## src/design/spoc_params.svh

```systemverilog
// Constants of the serial port open/close control block: register
// offsets, field positions, reset values and counts.
// Assumes inclusion by bare name from the package and the modules.
`ifndef SPOC_PARAMS_SVH
`define SPOC_PARAMS_SVH

// ------------------------------------------------------------
// Geometry
// ------------------------------------------------------------
`define SPOC_NPORT 4
`define SPOC_FIFO_DEPTH 8

// ------------------------------------------------------------
// Register byte offsets (haddr[7:0]) and the config page (haddr[7:4])
// ------------------------------------------------------------
`define SPOC_OFS_CMD 8'h00
`define SPOC_OFS_STAT 8'h04
`define SPOC_OFS_TXDATA 8'h08
`define SPOC_OFS_RXDATA 8'h0c
`define SPOC_OFS_RXSEL 8'h10
`define SPOC_PCFG_PAGE 4'h2

// ------------------------------------------------------------
// Field positions
// ------------------------------------------------------------
`define SPOC_CMD_OP_LSB 0
`define SPOC_CMD_SEL_LSB 2
`define SPOC_CMD_ARG_LSB 8
`define SPOC_CMD_DIV_LSB 16
`define SPOC_TX_SEL_LSB 8
`define SPOC_STAT_EN_LSB 4
`define SPOC_RX_VALID_BIT 8

// ------------------------------------------------------------
// Reset values and counts
// ------------------------------------------------------------
`define SPOC_BRK_RST 8'h00
`define SPOC_MODE_RST 8'h00
`define SPOC_DIV_RST 16'h0364
`define SPOC_FRAME_LAST 4'h9
`define SPOC_RX_LAST 4'h8

`endif

```

## src/design/spoc_pkg.sv

```systemverilog
// Types shared by the serial port open/close control block.
// Assumes spoc_params.svh is on the include path.
package spoc_pkg;
   `include "spoc_params.svh"

   typedef enum logic [1:0] {
      SPOC_OP_MODE = 2'b00,
      SPOC_OP_BRK = 2'b01,
      SPOC_OP_EN = 2'b10,
      SPOC_OP_DIS = 2'b11
   } spoc_op_e;

   typedef enum logic [1:0] {
      SPOC_RX_IDLE = 2'b00,
      SPOC_RX_START = 2'b01,
      SPOC_RX_DATA = 2'b10,
      SPOC_RX_HOLD = 2'b11
   } spoc_rxst_e;

   typedef struct packed {
      logic [15:0] div;
      logic [7:0] brk;
      logic [7:0] mode;
   } spoc_pcfg_s;

   typedef struct packed {
      logic busy;
      logic line;
      logic [9:0] sh;
      logic [3:0] bits;
      logic [15:0] cnt;
   } spoc_tx_s;

   typedef struct packed {
      spoc_rxst_e st;
      logic [8:0] sh;
      logic [3:0] bits;
      logic [15:0] cnt;
      logic pv;
      logic [7:0] pb;
   } spoc_rx_s;

   typedef struct packed {
      logic v;
      logic wr;
      logic [7:0] addr;
   } spoc_aphase_s;
endpackage

```

## src/design/spoc_sync.sv

```systemverilog
// Two-flop synchroniser for a group of pin inputs.
// Assumes the pins are asynchronous to mclk; INIT is the idle level.
`timescale 1ns/1ps
module spoc_sync #(
   parameter int W = 1,
   parameter logic [W-1:0] INIT = '0
) (
   input wire logic mclk,
   input wire logic rst_b,
   input wire logic [W-1:0] pin,
   output logic [W-1:0] sync
);
   typedef struct packed {
      logic [W-1:0] s1;
      logic [W-1:0] s2;
   } spoc_sync_s;

   spoc_sync_s q, d;

   always_comb begin
      d.s1 = pin;
      d.s2 = q.s1;
   end

   always_ff @(posedge mclk or negedge rst_b) begin
      if (!rst_b) begin
         q <= {INIT, INIT};
      end else begin
         q <= d;
      end
   end

   assign sync = q.s2;
endmodule

```

## src/design/spoc_fifo.sv

```systemverilog
// Synchronous FIFO with valid/ready on both sides and a flush input.
// Assumes one clock; flush wins over a push or pop in the same cycle.
`timescale 1ns/1ps
module spoc_fifo #(
   parameter int W = 8,
   parameter int D = 8
) (
   input wire logic mclk,
   input wire logic rst_b,
   input wire logic clr,
   input wire logic in_valid,
   input wire logic [W-1:0] in_data,
   output logic in_ready,
   output logic out_valid,
   output logic [W-1:0] out_data,
   input wire logic out_ready
);
   localparam int AW = $clog2(D);

   generate
      if (D < 2 || (1 << AW) != D) begin : g_bad_depth
         $error("spoc_fifo depth must be a power of two, at least 2");
      end
   endgenerate

   typedef struct packed {
      logic [D-1:0][W-1:0] mem;
      logic [AW-1:0] wp;
      logic [AW-1:0] rp;
      logic [AW:0] cnt;
   } spoc_fifo_s;

   spoc_fifo_s q, d;
   logic push, pop;

   assign in_ready = (q.cnt != AW'(0) + (AW+1)'(D)) ? 1'b1 : 1'b0;
   assign out_valid = (q.cnt != '0);
   assign out_data = q.mem[q.rp];
   assign push = in_valid && in_ready;
   assign pop = out_valid && out_ready;

   always_comb begin
      d = q;
      if (push) begin
         d.mem[q.wp] = in_data;
         d.wp = q.wp + AW'(1);
      end
      if (pop) begin
         d.rp = q.rp + AW'(1);
      end
      d.cnt = q.cnt + (AW+1)'(push) - (AW+1)'(pop);
      if (clr) begin
         d.wp = '0;
         d.rp = '0;
         d.cnt = '0;
      end
   end

   always_ff @(posedge mclk or negedge rst_b) begin
      if (!rst_b) begin
         q <= '0;
      end else begin
         q <= d;
      end
   end
endmodule

```

## src/design/spoc_ctrl.sv

```systemverilog
// Port command control for four serial ports behind an AHB-Lite slave.
// Assumes a single master, word transfers only, and that rxd pins are
// asynchronous to mclk. Each port carries an 8N1 transmitter and receiver
// whose bit period is the programmed divisor in mclk cycles.
//
// Local design decisions: the address map and the AHB-Lite register port.
`timescale 1ns/1ps
`include "spoc_params.svh"

module spoc_ctrl
   import spoc_pkg::*;
#(
   parameter int FIFO_DEPTH = `SPOC_FIFO_DEPTH,
   parameter logic [15:0] DIV_RST = `SPOC_DIV_RST
) (
   input wire logic mclk,
   input wire logic rst_b,
   input wire logic hsel,
   input wire logic [31:0] haddr,
   input wire logic [1:0] htrans,
   input wire logic hwrite,
   input wire logic [2:0] hsize,
   input wire logic [31:0] hwdata,
   input wire logic hready,
   output logic hreadyout,
   output logic [31:0] hrdata,
   output logic hresp,
   output logic [`SPOC_NPORT-1:0] txd,
   input wire logic [`SPOC_NPORT-1:0] rxd
);
   localparam int NP = `SPOC_NPORT;

   generate
      if (DIV_RST < 16'h0002) begin : g_bad_div
         $error("spoc_ctrl reset divisor must be at least 2");
      end
   endgenerate

   // ------------------------------------------------------------
   // State
   // ------------------------------------------------------------
   typedef struct packed {
      spoc_aphase_s ap;
      logic [31:0] rdata;
      logic refused;
      logic [1:0] last;
      logic [2:0] rxsel;
      logic [NP-1:0] en;
      spoc_pcfg_s [NP-1:0] cfg;
      spoc_tx_s [NP-1:0] tx;
      spoc_rx_s [NP-1:0] rx;
   } spoc_ctrl_s;

   spoc_ctrl_s q, d;

   logic [NP-1:0] rxs;
   logic [NP-1:0] tf_iv, tf_ir, tf_ov, tf_or;
   logic [NP-1:0] rf_iv, rf_ir, rf_ov, rf_or;
   logic [NP-1:0] clr;
   logic [NP-1:0][7:0] tf_od, rf_od;
   logic [7:0] tf_id;

   // ------------------------------------------------------------
   // Pins and queues
   // ------------------------------------------------------------
   spoc_sync #(
      .W(NP),
      .INIT({NP{1'b1}})
   ) u_rx_sync (
      .mclk(mclk),
      .rst_b(rst_b),
      .pin(rxd),
      .sync(rxs)
   );

   generate
      for (genvar p = 0; p < NP; p++) begin : g_port
         spoc_fifo #(
            .W(8),
            .D(FIFO_DEPTH)
         ) u_txq (
            .mclk(mclk),
            .rst_b(rst_b),
            .clr(clr[p]),
            .in_valid(tf_iv[p]),
            .in_data(tf_id),
            .in_ready(tf_ir[p]),
            .out_valid(tf_ov[p]),
            .out_data(tf_od[p]),
            .out_ready(tf_or[p])
         );

         spoc_fifo #(
            .W(8),
            .D(FIFO_DEPTH)
         ) u_rxq (
            .mclk(mclk),
            .rst_b(rst_b),
            .clr(clr[p]),
            .in_valid(rf_iv[p]),
            .in_data(q.rx[p].pb),
            .in_ready(rf_ir[p]),
            .out_valid(rf_ov[p]),
            .out_data(rf_od[p]),
            .out_ready(rf_or[p])
         );

         // A received byte is dropped when the port is closed or the queue is full.
         assign rf_iv[p] = q.rx[p].pv && q.en[p];
         assign txd[p] = q.tx[p].line;
      end
   endgenerate

   assign hreadyout = 1'b1;
   assign hresp = 1'b0;
   assign hrdata = q.rdata;
   assign tf_id = hwdata[7:0];

   // ------------------------------------------------------------
   // Next state
   // ------------------------------------------------------------
   always_comb begin
      logic [2:0] sel;
      logic [1:0] idx;
      logic ok;
      logic take;
      logic [7:0] a;
      spoc_tx_s t;
      spoc_rx_s r;
      logic [8:0] nsh;
      d = q;
      tf_iv = '0;
      tf_or = '0;
      rf_or = '0;
      clr = '0;
      sel = '0;
      idx = '0;
      ok = 1'b0;
      t = '0;
      r = '0;
      nsh = '0;
      a = haddr[7:0];
      take = hsel && hready && htrans[1];

      // Data phase of a write: commands act here.
      if (q.ap.v && q.ap.wr) begin
         unique case (q.ap.addr)
            `SPOC_OFS_CMD: begin
               sel = hwdata[`SPOC_CMD_SEL_LSB +: 3];
               ok = (sel >= 3'd1) && (sel <= 3'(NP));
               idx = 2'(sel - 3'd1);
               d.refused = 1'b0;
               if (ok) begin
                  d.last = idx;
               end
               unique case (spoc_op_e'(hwdata[`SPOC_CMD_OP_LSB +: 2]))
                  SPOC_OP_MODE: begin
                     // A zero divisor would wrap to a 65536-cycle bit period in both engines, so it is refused too.
                     if (!ok || q.en[idx] || hwdata[`SPOC_CMD_DIV_LSB +: 16] == 16'h0000) begin
                        d.refused = 1'b1;
                     end else begin
                        d.cfg[idx].div = hwdata[`SPOC_CMD_DIV_LSB +: 16];
                        d.cfg[idx].mode = hwdata[`SPOC_CMD_ARG_LSB +: 8];
                     end
                  end
                  SPOC_OP_BRK: begin
                     if (!ok) begin
                        d.refused = 1'b1;
                     end else begin
                        d.cfg[idx].brk = hwdata[`SPOC_CMD_ARG_LSB +: 8];
                     end
                  end
                  SPOC_OP_EN: begin
                     if (!ok || q.en[idx]) begin
                        d.refused = 1'b1;
                     end else begin
                        d.en[idx] = 1'b1;
                     end
                  end
                  SPOC_OP_DIS: begin
                     if (!ok || !q.en[idx]) begin
                        d.refused = 1'b1;
                     end else begin
                        d.en[idx] = 1'b0;
                        clr[idx] = 1'b1;
                     end
                  end
               endcase
            end
            `SPOC_OFS_TXDATA: begin
               sel = hwdata[`SPOC_TX_SEL_LSB +: 3];
               ok = (sel >= 3'd1) && (sel <= 3'(NP));
               idx = 2'(sel - 3'd1);
               d.refused = 1'b0;
               // Back-pressure from a full queue shows as a refused send.
               if (!ok || !q.en[idx] || !tf_ir[idx]) begin
                  d.refused = 1'b1;
               end else begin
                  d.last = idx;
                  tf_iv[idx] = 1'b1;
               end
            end
            `SPOC_OFS_RXSEL: begin
               d.rxsel = hwdata[2:0];
            end
            default: begin
            end
         endcase
      end

      // Address phase: reads are answered from the current state.
      d.ap.v = take;
      d.ap.wr = hwrite && (hsize == 3'b010);
      d.ap.addr = a;
      if (take && !hwrite) begin
         d.rdata = '0;
         if (a == `SPOC_OFS_STAT) begin
            d.rdata[0] = q.refused;
            d.rdata[1] = q.en[q.last];
            d.rdata[`SPOC_STAT_EN_LSB +: NP] = q.en;
         end else if (a == `SPOC_OFS_RXSEL) begin
            d.rdata[2:0] = q.rxsel;
         end else if (a == `SPOC_OFS_RXDATA) begin
            sel = q.rxsel;
            ok = (sel >= 3'd1) && (sel <= 3'(NP));
            idx = 2'(sel - 3'd1);
            if (ok && q.en[idx] && rf_ov[idx]) begin
               d.rdata[`SPOC_RX_VALID_BIT] = 1'b1;
               d.rdata[7:0] = rf_od[idx];
               rf_or[idx] = 1'b1;
            end
         end else if (a[7:4] == `SPOC_PCFG_PAGE) begin
            d.rdata = q.cfg[a[3:2]];
         end
      end

      // Serial engines, one per port.
      for (int p = 0; p < NP; p++) begin
         t = q.tx[p];
         if (t.busy) begin
            // The frame in flight runs out even after the port closes.
            if (t.cnt != 16'h0000) begin
               t.cnt = t.cnt - 16'h0001;
            end else if (t.bits == `SPOC_FRAME_LAST) begin
               t.busy = 1'b0;
               t.line = 1'b1;
            end else begin
               t.sh = {1'b1, t.sh[9:1]};
               t.line = t.sh[0];
               t.bits = t.bits + 4'h1;
               t.cnt = q.cfg[p].div - 16'h0001;
            end
         end else if (q.en[p] && tf_ov[p] && !clr[p]) begin
            tf_or[p] = 1'b1;
            t.busy = 1'b1;
            t.sh = {1'b1, tf_od[p], 1'b0};
            t.line = 1'b0;
            t.bits = 4'h0;
            t.cnt = q.cfg[p].div - 16'h0001;
         end
         d.tx[p] = t;

         r = q.rx[p];
         r.pv = 1'b0;
         nsh = {rxs[p], r.sh[8:1]};
         unique case (r.st)
            SPOC_RX_IDLE: begin
               if (q.en[p] && !rxs[p]) begin
                  r.st = SPOC_RX_START;
                  r.cnt = {1'b0, q.cfg[p].div[15:1]};
               end
            end
            SPOC_RX_START: begin
               if (r.cnt != 16'h0000) begin
                  r.cnt = r.cnt - 16'h0001;
               end else if (rxs[p]) begin
                  r.st = SPOC_RX_IDLE;
               end else begin
                  r.st = SPOC_RX_DATA;
                  r.bits = 4'h0;
                  r.cnt = q.cfg[p].div - 16'h0001;
               end
            end
            SPOC_RX_DATA: begin
               if (r.cnt != 16'h0000) begin
                  r.cnt = r.cnt - 16'h0001;
               end else begin
                  r.sh = nsh;
                  r.bits = r.bits + 4'h1;
                  r.cnt = q.cfg[p].div - 16'h0001;
                  if (r.bits == `SPOC_RX_LAST + 4'h1) begin
                     if (nsh[8]) begin
                        r.pv = 1'b1;
                        r.pb = nsh[7:0];
                        r.st = SPOC_RX_IDLE;
                     end else begin
                        // A low stop bit with all-zero data is a break.
                        r.pv = (nsh[7:0] == 8'h00);
                        r.pb = q.cfg[p].brk;
                        r.st = SPOC_RX_HOLD;
                     end
                  end
               end
            end
            SPOC_RX_HOLD: begin
               if (rxs[p]) begin
                  r.st = SPOC_RX_IDLE;
               end
            end
         endcase
         if (!q.en[p]) begin
            r.st = SPOC_RX_IDLE;
         end
         d.rx[p] = r;
      end
   end

   // ------------------------------------------------------------
   // Registers
   // ------------------------------------------------------------
   always_ff @(posedge mclk or negedge rst_b) begin
      if (!rst_b) begin
         q <= '0;
         for (int p = 0; p < NP; p++) begin
            q.cfg[p].div <= DIV_RST;
            q.cfg[p].brk <= `SPOC_BRK_RST;
            q.cfg[p].mode <= `SPOC_MODE_RST;
            q.tx[p].line <= 1'b1;
         end
      end else begin
         q <= d;
      end
   end
endmodule

```

## config.mk

```make
export PLATFORM = sky130hd
export DESIGN_NAME = spoc_ctrl
export DESIGN_NICKNAME = d
export VERILOG_FILES = /design/src/design/spoc_pkg.sv /design/src/design/spoc_sync.sv /design/src/design/spoc_fifo.sv /design/src/design/spoc_ctrl.sv
export VERILOG_INCLUDE_DIRS = /design/src /design/src/design
export SDC_FILE = /design/constraint.sdc
export NUM_CORES = 2
export LEC_CHECK = 0
export BUFFER_PORTS_ARGS = -buffer_cell sky130_fd_sc_hd__buf_2
export CORE_UTILIZATION = 42
export CTS_CLUSTER_DIAMETER = 50
export DETAILED_ROUTE_END_ITERATION = 16
export GPL_TIMING_DRIVEN = 1
export SLEW_MARGIN = 20
export SYNTH_ARGS = -nofsm -noshare
export SYNTH_HDL_FRONTEND = slang
export SYNTH_SLANG_ARGS = --single-unit
```

## constraint.sdc

```tcl
create_clock -name mclk -period 4.2 [get_ports mclk]
set_clock_uncertainty 0.2 [all_clocks]
set_input_delay 0.21 -clock mclk [delete_from_list [all_inputs] [get_ports mclk]]
set_output_delay 0.21 -clock mclk [all_outputs]
set_load 0.01 [all_outputs]
```

==> flow_summary_export.csv <==
group,metric,value,unit
outcome,status,"completed",
critical_path,crit_chain,"inv_1 -> ha_1 -> nand2_1 -> a2111oi_0 -> o211ai_1 -> buf_4 -> nor3_1 -> ha_1 -> inv_1 -> ha_1 -> a21o_1 -> a21oi_1 -> xnor2_1 -> nor2_1",
power_and_ir_drop,ir_worst_vdd,0.345,mV
logic_synthesis,yosysUniqueCellTypes,94,
sta,finalSetupTns,0,ps
critical_path,cpMostUsedCell,"ha_1",
logic_synthesis,synthCells,4435,
critical_path,cp_max_fo,13,
sta,finalHoldViolations,0,
logic_synthesis,synth-seq-cells,1060,
route,routed_wl,142000,um
cells_and_area,drive_gt1_share,29.9,%
clock_network,insertion_delay,770,ps
logic_synthesis,yosysTopAreaCellShare,47.4,%
critical_path,required,4640,ps
cells_and_area,antennaDiodeCount,0,
logic_synthesis,synth_seq_area_share,48.9,%
power_and_ir_drop,p_leak,0.0292,uW
placed_design,port_buffers,88,
die,ios,116,
route,avgRoutedWirePerCell,22.3,um
placed_design,pre_cts_ws,154,ps
logic_synthesis,yosys.area.top_type,"dfrtp_1",
clock_network,ctsRootBufferMaster,"clkbuf_16",
critical_path,critical_path.top_delay_family,"compound AO/OA/AOI/OAI gates",
critical_path,cp.arrival,4280,ps
clock_network,cts_resized,0,
logic_synthesis,synth-main-ff-cell,"dfrtp_1",
die,die_y,362,um
worst_hold_path,min_path_type,"in -> async",
logic_synthesis,yosysMostFrequentCell,"dfrtp_1",
route,drtIter0Drc,2696,
sta,finalSetupViolCount,0,
route,dr.pass1.iters,6,
logic_synthesis,synth-simple-area-share,10.1,%
sta,fin_crit,3830,ps
sta,timing.slew.headroom,29.3,%
logic_synthesis,synthXorXnorAreaFrac,2.56,%
clock_network,cts_max_path_buffers,3,
die,rows,131,
logic_synthesis,syn_area,0.0543,sq mm
logic_synthesis,synthTopCellsByArea,"dfrtp_1, mux2_2, mux4_2",
cells_and_area,final-seq-area,0.0266,sq mm
logic_synthesis,synth_common_cells,"dfrtp_1, mux2_2, nand2_1, nor2_1, clkbuf_1",
sta,fmax,261,MHz
logic_synthesis,synth-edff-count,0,
power_and_ir_drop,power_density,371,mW/mm^2
global_route,antenna_found_initial,1,
critical_path,cp-end-kind,"flop",
sta,tightest_slew,1060,ps
sta,rsz0062_at_grt,"no",
sta,timing.final.crit_share,91.3,%
logic_synthesis,synth_compound_area_share,7.44,%
route,ant_nets,0,
logic_synthesis,synth_nets,4652,
placed_design,post-dp-hpwl,98700,um
cells_and_area,multi_input_area,0.0260,sq mm
die,die-width,362,um
die,core_area,0.128,sq mm
logic_synthesis,ys_warn_count,0,
logic_synthesis,synthArstFlopShare,100,%
global_route,grt_pass1_vias,36800,
clock_network,cts_hold_buf,64,
route,drc_errors,0,
clock_network,numCtsBuffers,136,
global_route,track_usage,22.0,%
critical_path,path_class,"reg -> reg",
clock_network,cts_max_level,4,
global_route,grt_pass1_wl,224000,um
cells_and_area,nets,4807,
cells_and_area,area_growth,14.6,%
die,die_area,0.131,sq mm
logic_synthesis,muxShareOfSynthArea,24.4,%
placed_design,gp_congestion,0.863,
clock_network,cts_tree,"built",
route,vias,36200,
route,avgViaCountPerCell,5.70,
sta,layout_setup_ws,367,ps
critical_path,slowest_stage,"a2111oi_0",
critical_path,crit_path_start_kind,"flop",
logic_synthesis,synth_top_family_by_area,"multiplexers",
run,cap_violations,0,
clock_network,post_cts_buffers,0,
global_route,overflow,0,
clock_network,cts_sinks,1060,
clock_network,path_clk_slew,60,ps
global_route,grt_max_degree,131,
logic_synthesis,syn-mean-instance-area,12.2,sq um
critical_path,critical_path_buf_inv_count,3,
cells_and_area,num-fill-cells,11200,
sta,drv_slew,0,
die,initial_utilization,42.5,%
critical_path,cp_slowest_stage_delay,460,ps
logic_synthesis,synthAdderAreaFrac,3.31,%
-- logic make-up after synthesis --
logic type / Yosys count
AO/OA/AOI/OAI: 598
flip-flops: 1060
XOR/XNOR: 159
buffers and inverters: 421
multiplexers: 1022
AND/OR/NAND/NOR: 1034
adder cells (fa/ha/maj): 139
other: 2
-- per-layer routing --
layer | track usage [%] | vias to the layer above | wire length (um)
met3 | 3.18 | 210 | 5950
met2 | 35.4 | 731 | 67200
met1 | 30.6 | 18800 | 64900
li1 | - | 16500 | -
met4 | 6.80 | 0 | 3680
met5 | 0 | - | 0
-- power by group --
group          leakage [uW]  internal (uW)  total [uW]  switching (uW)
registers            0.0141          10300       10300            48.4
clock network       0.00231           7370       12200            4790
logic                0.0128            192         650             458
total                0.0292          17800       23100            5290
-- placed cells by master, fill, tap and decap left out, types with 87 or more instances in the layout --
master,synthesis,layout
nand2_1,251,251
dfrtp_1,1028,1026
mux2i_1,163,163
xor2_1,87,87
o21ai_0,155,155
inv_1,149,149
mux2_2,636,636
a21oi_1,123,123
buf_2,17,87
clkbuf_16,0,140
mux4_2,163,163
buf_4,38,125
nor2_1,250,250
ha_1,131,131
-- registers in the layout (all words and copies together), names as in the netlist, named ones only --
register        flops
hrdata             32
q                 420
g_port.u_rxq.q    296
u_rx_sync.d         4
txd                 4
u_rx_sync.sync      4
g_port.u_txq.q    296
-- worst paths after layout --
kind | from | to | slack [ps] | depth (start not counted)
hold reg to reg | u_rx_sync.d[3] | u_rx_sync.sync[3] | 160 | 0
min in group mclk | hsize[1] | q[466] | 90 | 3
setup / recovery | q[420] | g_port[2].u_rxq.q[3] | 370 | 14
setup reg to reg | q[420] | g_port[2].u_rxq.q[3] | 370 | 14
max in group asynchronous | rst_b | g_port[3].u_txq.q[14] | 2950 | 3
hold / removal | rst_b | q[299] | 90 | 3
-- worst min-delay path, delay by kind of cell --
kind,cells,cell delay (ps)
buffers and inverters,3,1180
-- per-stage QoR --
stage	power (uW)	hold WS, ps	std cells	area [sq um]	util, %
final	23100	86.0	6364	62200	48.7
after global routing	23800	72.1	6364	62200	48.7
after CTS	23400	40.0	6364	62200	48.7
after detailed placement	11100	51.6	6050	56800	44.4
after floorplan	10700	-286	4435	54300	-
after global placement	11100	53.2	6050	56800	44.4
-- final cells by class --
type	count	share of cell area, %
clock buffers	183	6.19
flip-flops and latches	1060	42.7
clock inverters	67	1.46
multi-input cells	2954	41.8
inverters	153	0.923
well taps	1662	3.34
repair buffers	285	3.55
Power figures use the tool's default switching activity.
